--- src/core/ccg_pkg.sv ---
// shared constants for the clock output gating and loss-of-signal block
package ccg_pkg;

  // clock and loss timing
  localparam int CLK_PERIOD_NS   = 50;
  localparam int LOS_TIMEOUT_NS  = 1000;
  localparam int LOS_CYC_INT     = (LOS_TIMEOUT_NS + CLK_PERIOD_NS - 1) / CLK_PERIOD_NS;
  localparam int CNT_W           = 8;
  localparam logic [CNT_W-1:0] LOS_TIMEOUT_CYC = CNT_W'(LOS_CYC_INT);

  // register byte offsets
  localparam logic [31:0] OFF_OUT_EN    = 32'h0000_0000;
  localparam logic [31:0] OFF_IN_CFG    = 32'h0000_0004;
  localparam logic [31:0] OFF_IN_SEL    = 32'h0000_0008;
  localparam logic [31:0] OFF_LOSS_STAT = 32'h0000_000c;
  localparam logic [31:0] OFF_INT_STAT  = 32'h0000_0010;
  localparam logic [31:0] OFF_INT_MASK  = 32'h0000_0014;

  // loss status fields
  localparam int LS_EVT_BIT   = 0;
  localparam int LS_LIVE_BIT  = 1;
  localparam int LS_PARK_BIT  = 2;
  localparam int LS_ARMED_BIT = 3;

  // input config fields: bias at 2*i, termination at 2*i+1
  localparam int CFG_BIAS_OFS = 0;
  localparam int CFG_TERM_OFS = 1;

  // interrupt fields
  localparam int INT_W        = 2;
  localparam int INT_LOSS_BIT = 0;
  localparam int INT_REST_BIT = 1;

  // reset values
  localparam logic             SEL_RST      = 1'b0;
  localparam logic [INT_W-1:0] INT_MASK_RST = 2'h0;

  // bus encodings
  localparam logic [1:0] HTRANS_NONSEQ = 2'h2;
  localparam logic [2:0] HSIZE_WORD    = 3'h2;
  localparam logic       HRESP_OKAY    = 1'b0;

  typedef enum logic [1:0] {
    CCG_WAIT_EDGE,
    CCG_PRESENT,
    CCG_LOST
  } ccg_los_state_t;

endpackage

--- src/core/ccg_out_gate.sv ---
// glitch-free gate for one output clock
`timescale 1ns/1ns
`default_nettype none

module ccg_out_gate (
  input  wire logic sys_clk,
  input  wire logic sys_rst,
  input  wire logic ref_path,
  input  wire logic enable_req,
  output var  logic clock_out,
  output var  logic gate_open
);

  logic prev_reg;
  logic gate_reg;
  logic out_reg;
  wire  fall_edge;

  // gate moves only at a high-to-low step of the running path
  assign fall_edge = prev_reg & ~ref_path;

  always_ff @(posedge sys_clk) begin
    if (sys_rst) begin
      prev_reg <= 1'b0;
      gate_reg <= 1'b0;
      out_reg  <= 1'b0;
    end else begin
      prev_reg <= ref_path;
      if (fall_edge) begin
        gate_reg <= enable_req;
      end
      out_reg <= ref_path & gate_reg;
    end
  end

  assign clock_out = out_reg;
  assign gate_open = gate_reg;
endmodule // ccg_out_gate

`default_nettype wire

--- src/core/ccg_clock_gating.sv ---
// loss-of-signal detection, input parking and output gating with AHB-Lite registers
//
// Added by the designer: the register offsets and the AHB-Lite slave port.
`timescale 1ns/1ns
`default_nettype none

module ccg_clock_gating #(
  parameter int NUM_INPUTS  = 2,
  parameter int NUM_OUTPUTS = 8
) (
  input  wire logic                   sys_clk,
  input  wire logic                   sys_rst,
  // ahb-lite slave
  input  wire logic                   hsel,
  input  wire logic [31:0]            haddr,
  input  wire logic [1:0]             htrans,
  input  wire logic                   hwrite,
  input  wire logic [2:0]             hsize,
  input  wire logic [31:0]            hwdata,
  input  wire logic                   hready,
  output var  logic                   hreadyout,
  output var  logic                   hresp,
  output var  logic [31:0]            hrdata,
  // reference inputs and enables
  input  wire logic [NUM_INPUTS-1:0]  reference_clock_in,
  input  wire logic [NUM_OUTPUTS-1:0] out_en_pin_n,
  input  wire logic [NUM_OUTPUTS-1:0] sideband_disable,
  // outputs
  output var  logic [NUM_OUTPUTS-1:0] clock_out,
  output var  logic [NUM_INPUTS-1:0]  ac_coupled_bias_en,
  output var  logic [NUM_INPUTS-1:0]  input_term_en,
  output var  logic                   loss_indicator_n_o,
  output var  logic                   loss_indicator_n_oe,
  output var  logic                   irq
);

  localparam int  CFG_W  = 2 * NUM_INPUTS;
  localparam logic MUX_EN = (NUM_INPUTS > 1);
  localparam ccg_pkg::ccg_los_state_t LOS_RST_STATE =
    (NUM_INPUTS > 1) ? ccg_pkg::CCG_PRESENT : ccg_pkg::CCG_WAIT_EDGE;

  function automatic logic [31:0] zext_out(input logic [NUM_OUTPUTS-1:0] v);
    zext_out = 32'(v);
  endfunction

  // bus state
  logic [31:0]             addr_reg;
  logic                    wr_pend_reg;
  logic                    rd_pend_reg;
  logic [31:0]             hrdata_reg;
  // software registers
  logic [NUM_OUTPUTS-1:0]  out_en_reg;
  logic [CFG_W-1:0]        in_cfg_reg;
  logic                    sel_reg;
  logic                    evt_reg;
  logic [ccg_pkg::INT_W-1:0] int_stat_reg;
  logic [ccg_pkg::INT_W-1:0] int_mask_reg;
  // detector
  ccg_pkg::ccg_los_state_t state_reg;
  ccg_pkg::ccg_los_state_t state_next;
  logic [ccg_pkg::CNT_W-1:0] cnt_reg;
  logic [ccg_pkg::CNT_W-1:0] cnt_next;
  logic                    ref_q_reg;
  logic                    sel_q_reg;
  logic                    evt_next;
  logic [ccg_pkg::INT_W-1:0] int_stat_next;

  // address phase and access decode
  wire        take_phase = hsel & hready & (htrans == ccg_pkg::HTRANS_NONSEQ);
  wire        take_wr    = take_phase & hwrite & (hsize == ccg_pkg::HSIZE_WORD);
  wire        take_rd    = take_phase & ~hwrite;
  wire        wr_fire    = wr_pend_reg;
  wire        hit_out_en = (addr_reg == ccg_pkg::OFF_OUT_EN);
  wire        hit_in_cfg = (addr_reg == ccg_pkg::OFF_IN_CFG);
  wire        hit_in_sel = (addr_reg == ccg_pkg::OFF_IN_SEL);
  wire        hit_loss   = (addr_reg == ccg_pkg::OFF_LOSS_STAT);
  wire        hit_istat  = (addr_reg == ccg_pkg::OFF_INT_STAT);
  wire        hit_imask  = (addr_reg == ccg_pkg::OFF_INT_MASK);
  wire        evt_w1c    = wr_fire & hit_loss & hwdata[ccg_pkg::LS_EVT_BIT];
  wire        istat_rd   = rd_pend_reg & hit_istat;

  // detector decode
  wire        sel_eff    = MUX_EN & sel_reg;
  wire        ref_sel    = reference_clock_in[sel_eff];
  wire        ref_edge   = ref_sel ^ ref_q_reg;
  wire        sel_moved  = sel_eff ^ sel_q_reg;
  wire        armed      = (state_reg != ccg_pkg::CCG_WAIT_EDGE);
  wire        loss_now   = (state_reg == ccg_pkg::CCG_LOST);
  wire        timed_out  = (cnt_reg == ccg_pkg::LOS_TIMEOUT_CYC);
  wire        loss_rise  = (state_reg == ccg_pkg::CCG_PRESENT) & (state_next == ccg_pkg::CCG_LOST);
  wire        restore    = (state_reg == ccg_pkg::CCG_LOST) & (state_next == ccg_pkg::CCG_PRESENT);
  wire        ref_path   = ref_q_reg & (state_reg == ccg_pkg::CCG_PRESENT);
  // path is forced low whenever the detector is not in the running state
  wire        parked     = (state_reg != ccg_pkg::CCG_PRESENT);

  // combined enables
  wire [NUM_OUTPUTS-1:0] en_req = out_en_reg & ~out_en_pin_n & ~sideband_disable;
  wire [NUM_OUTPUTS-1:0] gate_open;

  wire [3:0]  loss_fields = {armed, parked, ~loss_now, evt_reg};
  wire [31:0] rd_val =
    hit_out_en ? zext_out(out_en_reg) :
    hit_in_cfg ? 32'(in_cfg_reg) :
    hit_in_sel ? 32'(sel_reg) :
    hit_loss   ? 32'(loss_fields) :
    hit_istat  ? 32'(int_stat_reg) :
    hit_imask  ? 32'(int_mask_reg) : 32'h0000_0000;

  // loss detector state machine
  always_comb begin
    state_next = state_reg;
    case (state_reg)
      ccg_pkg::CCG_WAIT_EDGE: begin
        if (ref_edge) begin
          state_next = ccg_pkg::CCG_PRESENT;
        end
      end
      ccg_pkg::CCG_PRESENT: begin
        if (timed_out && !ref_edge) begin
          state_next = ccg_pkg::CCG_LOST;
        end
      end
      ccg_pkg::CCG_LOST: begin
        if (ref_edge && !sel_moved) begin
          state_next = ccg_pkg::CCG_PRESENT;
        end
      end
      default: begin
        state_next = LOS_RST_STATE;
      end
    endcase
  end

  // saturating count of cycles since the last edge
  assign cnt_next = (ref_edge || sel_moved || !armed) ? '0 :
                    timed_out ? cnt_reg : cnt_reg + 1'b1;

  // set wins over clear
  assign evt_next      = loss_rise | (evt_reg & ~evt_w1c);
  assign int_stat_next = {restore, loss_rise} | (int_stat_reg & ~{ccg_pkg::INT_W{istat_rd}});

  always_ff @(posedge sys_clk) begin
    if (sys_rst) begin
      state_reg <= LOS_RST_STATE;
      cnt_reg   <= '0;
      ref_q_reg <= 1'b0;
      sel_q_reg <= 1'b0;
      evt_reg   <= 1'b0;
      int_stat_reg <= '0;
    end else begin
      state_reg <= state_next;
      cnt_reg   <= cnt_next;
      ref_q_reg <= ref_sel;
      sel_q_reg <= sel_eff;
      evt_reg   <= evt_next;
      int_stat_reg <= int_stat_next;
    end
  end

  // bus slave: writes zero wait, reads one wait state
  always_ff @(posedge sys_clk) begin
    if (sys_rst) begin
      addr_reg    <= 32'h0000_0000;
      wr_pend_reg <= 1'b0;
      rd_pend_reg <= 1'b0;
      hrdata_reg  <= 32'h0000_0000;
    end else begin
      wr_pend_reg <= take_wr;
      rd_pend_reg <= take_rd;
      if (take_phase) begin
        addr_reg <= haddr;
      end
      if (rd_pend_reg) begin
        hrdata_reg <= rd_val;
      end
    end
  end

  always_ff @(posedge sys_clk) begin
    if (sys_rst) begin
      out_en_reg   <= {NUM_OUTPUTS{1'b1}};
      in_cfg_reg   <= '0;
      sel_reg      <= ccg_pkg::SEL_RST;
      int_mask_reg <= ccg_pkg::INT_MASK_RST;
    end else if (wr_fire) begin
      if (hit_out_en) begin
        out_en_reg <= hwdata[NUM_OUTPUTS-1:0];
      end
      if (hit_in_cfg) begin
        in_cfg_reg <= hwdata[CFG_W-1:0];
      end
      if (hit_in_sel) begin
        sel_reg <= hwdata[0];
      end
      if (hit_imask) begin
        int_mask_reg <= hwdata[ccg_pkg::INT_W-1:0];
      end
    end
  end

  genvar gi;
  generate
    for (gi = 0; gi < NUM_INPUTS; gi = gi + 1) begin : g_in
      assign ac_coupled_bias_en[gi] = in_cfg_reg[2*gi + ccg_pkg::CFG_BIAS_OFS];
      assign input_term_en[gi]      = in_cfg_reg[2*gi + ccg_pkg::CFG_TERM_OFS];
    end
    for (gi = 0; gi < NUM_OUTPUTS; gi = gi + 1) begin : g_out
      ccg_out_gate u_gate (
        .sys_clk    (sys_clk),
        .sys_rst    (sys_rst),
        .ref_path   (ref_path),
        .enable_req (en_req[gi]),
        .clock_out  (clock_out[gi]),
        .gate_open  (gate_open[gi])
      );
    end
  endgenerate

  assign hreadyout           = ~rd_pend_reg;
  assign hresp               = ccg_pkg::HRESP_OKAY;
  assign hrdata              = hrdata_reg;
  assign loss_indicator_n_o  = 1'b0;
  assign loss_indicator_n_oe = armed & loss_now;
  assign irq                 = |(int_stat_reg & int_mask_reg);
endmodule // ccg_clock_gating

`default_nettype wire

--- config.mk ---
export PLATFORM = sky130hd
export DESIGN_NAME = ccg_clock_gating
export DESIGN_NICKNAME = d
export VERILOG_FILES = /design/src/core/ccg_pkg.sv /design/src/core/ccg_out_gate.sv /design/src/core/ccg_clock_gating.sv
export SDC_FILE = /design/constraint.sdc
export NUM_CORES = 1
export LEC_CHECK = 0
export BUFFER_PORTS_ARGS = -buffer_cell sky130_fd_sc_hd__buf_4
export CAP_MARGIN = 20
export CORE_AREA = 5 5 116 74
export DETAILED_ROUTE_END_ITERATION = 10
export DIE_AREA = 0 0 121 79
export PLACE_DENSITY = 0.88
export REMOVE_ABC_BUFFERS = 1
export SYNTH_ARGS = -nofsm -noshare
export SYNTH_HDL_FRONTEND = slang
export SYNTH_SLANG_ARGS = --single-unit
--- constraint.sdc ---
create_clock -name sys_clk -period 3.95 [get_ports sys_clk]
set_input_delay 0.79 -clock sys_clk [delete_from_list [all_inputs] [get_ports sys_clk]]
set_output_delay 0.79 -clock sys_clk [all_outputs]
set_load 0.05 [all_outputs]
======== Word-level counts from Yosys, hierarchy flattened ========
Index checks and enable logic that the tools add are counted.
Widths: inputs -> output; s select.
operators by class
  bitwise operators ....................... 38
  eq/ne operators ......................... 13
  $add $sub $neg .......................... 1
  multiplexer cells ....................... 12
  $lt $le $gt $ge ......................... 1
  reduce and logical (&&, ||, !) cells .... 16
operator list
  kind                 count
  $eq 32x4->1 const B  2
  $eq 32x5->1 const B  2
  $eq 32x3->1 const B  1
  $logic_not 32->1     1
  $and 1x1->1          22
  $and 8x8->8          2
  $not 8->8            2
  $mux 4               3
  $mux 2               5
  $add 8x1->8 const B  1
  $eq 8x5->1 const B   1
  $mux 8               1
  $reduce_and 2->1     4
  $eq 2x2->1 const B   3
  $pmux 2 s3           1
  $not 1->1            5
  $and 2x2->2          2
  $eq 2x1->1 const B   2
  $reduce_or 2->1      2
  $eq 3x2->1 const B   1
  $logic_not 1->1      3
  $logic_and 1x1->1    2
  $logic_not 2->1      1
  $logic_or 1x1->1     2
  8 further kinds      10
word-level totals
  input bits .............................. 92
  register bits ........................... 113
  word-level logic and storage cells ...... 112

======== Logic depth before layout (Yosys ltp) ========
  depth after elaboration ................. 10
  gate-level depth with buffers ........... 7
  depth with buffers taken out ............ 7

======== Cells and area by module ========
From an unflattened synthesis, not the netlist that was laid out.
second synthesis, totals
  cell total of the unflattened synthesis .. 475
  area total of the unflattened synthesis .. 4,216.5 um2
modules (own cells, without submodules)
  module            area each (um2)  times used  cells an instance  seq. area each (um2)
  ccg_clock_gating  3,345.7          1           403                1,441.4
  ccg_out_gate      108.9            8           9                  60.1

======== Worst setup path before layout ========
No wires, ideal clock.
  kind .................................... input to register
  start ................................... in reference_clock_in[1]
  end ..................................... reg cnt_reg[3] (netlist name)
  library setup time ...................... 0.064 ns
  stages on the path ...................... 5
  data arrival time ....................... 1.978 ns
  data required time ...................... 3.886 ns
  path slack .............................. 1.907 ns
  buffers on the path ..................... 0
  cells stage by stage .................... mux2i_1 -> xnor2_1 -> or4_1 -> nand2b_1 -> nor2_1
between the ends
  word-level cells in the longest chain between the ends .. 6
RTL lines
  what                                       line                     text
  from (decl)                                ccg_clock_gating.sv:25   input wire logic [NUM_INPUTS-1:0] reference_clock_in,
  $mux 1 (not written as such) (2 in a row)  ccg_clock_gating.sv:84   wire ref_sel = reference_clock_in[sel_eff];
  $xor 1x1->1                                ccg_clock_gating.sv:85   wire ref_edge = ref_sel ^ ref_q_reg;
  $logic_or 1x1->1 (2 in a row)              ccg_clock_gating.sv:135  assign cnt_next = (ref_edge || sel_moved || !armed) ? '0 :
  $reduce_or 2->1 (no line)                  --
  to (signal assigned)                       ccg_clock_gating.sv:152  cnt_reg <= cnt_next;
  to (decl)                                  ccg_clock_gating.sv:61   logic [ccg_pkg::CNT_W-1:0] cnt_reg;
No other way between the ends. The select of a mux whose other input is x is not followed.
A chain may end at the register's enable or synchronous reset.

======== Worst setup path after layout ========
  start ................................... reg addr_reg[29]
  end ..................................... reg hrdata_reg[0], in the netlist hrdata[0]
between the ends
  word-level cells in the longest chain between the ends .. 7
RTL lines
  what                    line                     text
  from (decl)             ccg_clock_gating.sv:47   logic [31:0] addr_reg;
  from (signal assigned)  ccg_clock_gating.sv:171  addr_reg <= haddr;
  $eq 32x5->1             ccg_clock_gating.sv:78   wire hit_imask = (addr_reg == ccg_pkg::OFF_INT_MASK);
  $mux 2                  ccg_clock_gating.sv:107  hit_imask ? 32'(int_mask_reg) : 32'h0000_0000;
  $mux 2                  ccg_clock_gating.sv:106  hit_istat ? 32'(int_stat_reg) :
  $mux 4                  ccg_clock_gating.sv:105  hit_loss ? 32'(loss_fields) :
  $mux 4                  ccg_clock_gating.sv:104  hit_in_sel ? 32'(sel_reg) :
  $mux 4                  ccg_clock_gating.sv:103  hit_in_cfg ? 32'(in_cfg_reg) :
  $mux 8 (*)              ccg_clock_gating.sv:102  hit_out_en ? zext_out(out_en_reg) :
  to (signal assigned)    ccg_clock_gating.sv:174  hrdata_reg <= rd_val;
  to (decl)               ccg_clock_gating.sv:50   logic [31:0] hrdata_reg;
Mark *: on every way between the ends. The rest lies on a longest branch, timed or not.

==> results.txt <==
- Result of the run: completed
* Classification of the worst-slack hold path: reg2reg
* Die Width: 121 µm
- Register-to-register setup slack: 1.46 ns
* Global-route wire length before repair: 14.97 mm
- Overall die area: 0.009559 mm²
* Capture instance of the worst register-to-register path: hrdata[0]
- The count of pins over their slew limit is 0.
- Setup repair after global routing left no endpoint under its margin.
- Total inserted antenna cells: 0
* Launching element of the worst setup path: addr_reg[29]
- Average via count per standard cell: 5.116
- Cell internal power was estimated by the tool at 1.469 mW.
- Area after detailed placement: 0.004403 mm²
* Starting utilization of the core area: 0.5059
* Max reg flops: 32
- Final critical-path share of the clock period: 0.6312
* Number of core rows: 25
- Most area-consuming cells after synthesis: sky130_fd_sc_hd__dfxtp_1 (47%), sky130_fd_sc_hd__nand2_1 (8.9%), sky130_fd_sc_hd__buf_4 (6.9%)
- Global placement routability congestion: 0.8622
- In the final layout, the share of cells above drive strength 1 is 0.2231.
- Summed over all failing endpoints, the final setup total negative slack is 0 ns.
- Area leader, netlist: sky130_fd_sc_hd__dfxtp_1
- The worst setup path is launched from a flip-flop.
* Maximum buffer depth of the clock tree: 2
* Root buf cell: sky130_fd_sc_hd__clkbuf_16
* Pwr dens: 413.1 mW/mm²
* Net switching fraction of the power: 0.2457
* Initial antenna violation count: 0
- Layout net count: 618
- Antenna viol nets, final: 0
* Post-CTS resize count: 0
* Proportion of netlist area held by the largest area contributor: 0.4672
- Final hold slack: 0.4469 ns
- Global-route total usage across every layer: 0.1939
- Entering global routing, the biggest net connects 67 pins.
- Dominant synthesized flop cell: sky130_fd_sc_hd__dfxtp_1
- Summed over all nets, the half-perimeter wirelength after detailed placement is 6.781 mm.
* Critical Path RT: 4.18 ns
- Filler cell count in the final layout: 611
* Clock transition at the register clock pins on the worst setup and hold paths after CTS: 0.06 ns
- The smallest clock period supported by the final layout is computed as 2.493 ns.
- Buffers added to address setup during post-CTS repair amount to 0.
- Yosys mapped the design onto 48 distinct sky130hd cell types.
- The worst setup path is of the reg2reg kind.
- Worst-path cell with the longest stage delay: sky130_fd_sc_hd__nor4_1
* Wire length after detailed routing: 9.015 mm
- At the pin with the least slew margin, the transition time is 0.7957 ns.
* Synth Warn #: 0
- Post-route clock skew: 0.006707 ns
- Quantity of I/O buffers inserted on ports: 90
- The total area inside the core boundary comes to 0.007538 mm².
- Of the synthesized area, sequential elements account for 0.4672.
- The finished cells cover 0.004716 mm².
- Worst vdd rail ir drop: 0.2151 mV
* Cell leakage power: 1.900 nW
* Hold-fix buffers, CTS: 0
- After synthesis, the share of flip-flops with an asynchronous set or reset is 0.
- The cell that appears most often on the critical path is sky130_fd_sc_hd__nor4_1.
- The pre-antenna-repair detailed-routing pass consisted of 4 iterations.
- In this run the critical register-to-register path is launched from addr_reg[29].
* Critical Path Fanout Max: 7
* Max Freq: 401.1 MHz
- Number of setup violations in the final report: 0
- Top-level port count: 141
* Setup Slack @ Placement: 1.451 ns
* Number of H-tree levels: 3
* Height of the chip: 79 µm
- Count of final hold-check violations: 0
* Logic pwr share: 0.099
- Area overhead of the layout relative to synthesis: 23.65%
- Once placement completed, the tool counted placed cells totaling 620.
- In this run the power spent charging and discharging nets is 0.4786 mW.
- Gate count of the mapped netlist: 448
- Total power for the finished layout comes to 1.948 mW.
- Number of buffers created by CTS: 9
- For this block, the via count after detailed routing is 3259.
- After layout, the worst setup slack is 1.457 ns.
* Slew HR: 0.4646
* Sink count of the clock tree: 89
* Worst path max stage delay: 0.79 ns
* Latest clock arrival within the worst-skew pair: 0.33 ns
* Via count of the first global-routing pass: 3199
- Depth of the worst register-to-register path: 5
- In this run the worst setup path terminates at hrdata[0].
- For this run, design rule violations remaining after detail routing come to 0.
* Synthesized cell area: 0.003814 mm²
- After detailed routing, the average wire length per cell comes to 14.15 µm.
- CTS tree: built
- The signal on the critical path passes through nor4_1 -> nand4b_1 -> nor4_1 -> a21oi_1 -> and2_1.
- Final cell count without fillers: 637
* Seq cells post-synth: 89
- Clock power share: 0.428
- Type of element capturing the critical path: flip-flop
- The share of total power dissipated in sequential elements is 0.472.
- Leftover overflow at the end of global routing: 0
- Top-count cell post-synth: sky130_fd_sc_hd__nand2_1
- For this run, the share of the core covered by cells in the final layout is 0.6256.
- Max-cap violations in this run came to 0.
- Number of enable flip-flop cells after synthesis: 0
- The first routing iteration left 164 violations.
- For the worst setup path, the data arrival time is 2.72 ns.
- Synth top cells by count: sky130_fd_sc_hd__nand2_1 (90), sky130_fd_sc_hd__dfxtp_1 (89), sky130_fd_sc_hd__a21oi_1 (50)
- After synthesis, the mean cell area works out to 8.513 µm².
[cell families after synthesis]
kind of cell / count (synthesis) / synth area share
AO/OA/AOI/OAI: 76 / 0.1165
XOR/XNOR: 9 / 0.02067
adder cells (fa/ha/maj): 2 / 0.006561
buffers and inverters: 64 / 0.09744
flip-flops: 89 / 0.4672
multiplexers: 15 / 0.03970
other: 1 / 0.0009833
AND/OR/NAND/NOR: 192 / 0.2510
[area by class of cell]
cell class	instances	area [µm²]	area share
flip-flops and latches	89	1782	0.3778
multi-input cells	320	1754	0.3720
repair buffers	93	705.7	0.1496
clock buffers	10	229.0	0.04855
well taps	108	135.1	0.02865
clock inverters	6	68.82	0.01459
inverters	11	41.29	0.008756
[placed cells by master, fill, tap and decap left out, types with 2 or more instances in the layout]
cell type                   netlist  layout
sky130_fd_sc_hd__and3_1           3       3
sky130_fd_sc_hd__o211ai_1         4       4
sky130_fd_sc_hd__or4_1            6       6
sky130_fd_sc_hd__nand3b_1         2       2
sky130_fd_sc_hd__nand4_1          4       4
sky130_fd_sc_hd__clkinv_4         0       3
sky130_fd_sc_hd__a22oi_1          4       4
sky130_fd_sc_hd__nor3_1           4       4
sky130_fd_sc_hd__nor2b_1          2       2
sky130_fd_sc_hd__nor4_2           5       5
sky130_fd_sc_hd__clkbuf_16        0       9
sky130_fd_sc_hd__a21oi_1         50      50
sky130_fd_sc_hd__xnor2_1          3       3
sky130_fd_sc_hd__nor4_1           3       3
sky130_fd_sc_hd__or3_1            2       2
sky130_fd_sc_hd__a211oi_1         4       4
sky130_fd_sc_hd__nor2_1          35      35
sky130_fd_sc_hd__o21ai_0          6       6
sky130_fd_sc_hd__inv_1           10      10
sky130_fd_sc_hd__o31a_1           2       2
sky130_fd_sc_hd__conb_1           1      26
sky130_fd_sc_hd__and2_1          11      11
sky130_fd_sc_hd__xor2_1           6       6
sky130_fd_sc_hd__mux2i_1         14      14
sky130_fd_sc_hd__nand3_1         11      11
sky130_fd_sc_hd__ha_1             2       2
sky130_fd_sc_hd__nand2b_1         2       2
sky130_fd_sc_hd__nand2_1         90      90
sky130_fd_sc_hd__nand4b_1         2       2
sky130_fd_sc_hd__dfxtp_1         89      89
sky130_fd_sc_hd__buf_4           35      92
sky130_fd_sc_hd__nor3b_1          2       2
[per-layer routing]
metal | GRT usage | share of wire | up-vias
met5 | 0 | 0 | -
met4 | 0.07127 | 0.021 | 0
met3 | 0.04342 | 0.065 | 22
met2 | 0.3180 | 0.49 | 119
met1 | 0.2518 | 0.42 | 1507
li1 | - | - | 1611
[power groups by stage]
stage / logic [mW] / clock network [mW] / registers, mW
3_3_place_gp: 0.186 / 0 / 0.939
3_5_place_dp: 0.191 / 0 / 0.940
6_report: 0.193 / 0.834 / 0.920
2_1_floorplan: 0.107 / 0 / 0.941
5_1_grt: 0.209 / 0.891 / 0.921
4_1_cts: 0.191 / 0.847 / 0.920
[worst max-delay path, delay by kind of cell, from the launching register on]
family / cells / cell delay [ns]
simple gates: 4 / 1.93
flops: 1 / 0.32
compound gates: 1 / 0.14
[worst min path at each step]
stage	from	to	slack [ns]	cells after the start
finish	g_out[3].u_gate.gate_open	g_out[3].u_gate.gate_open	0.45	2
global placement	g_out[2].u_gate.gate_open	g_out[2].u_gate.gate_open	0.43	2
global route	g_out[5].u_gate.gate_open	g_out[5].u_gate.clock_out	0.47	1
floorplan	g_out[0].u_gate.gate_open	g_out[0].u_gate.gate_open	0.42	2
detailed placement	g_out[3].u_gate.gate_open	g_out[3].u_gate.gate_open	0.44	2
CTS	g_out[3].u_gate.gate_open	g_out[3].u_gate.gate_open	0.45	2
Power figures use the tool's default switching activity.
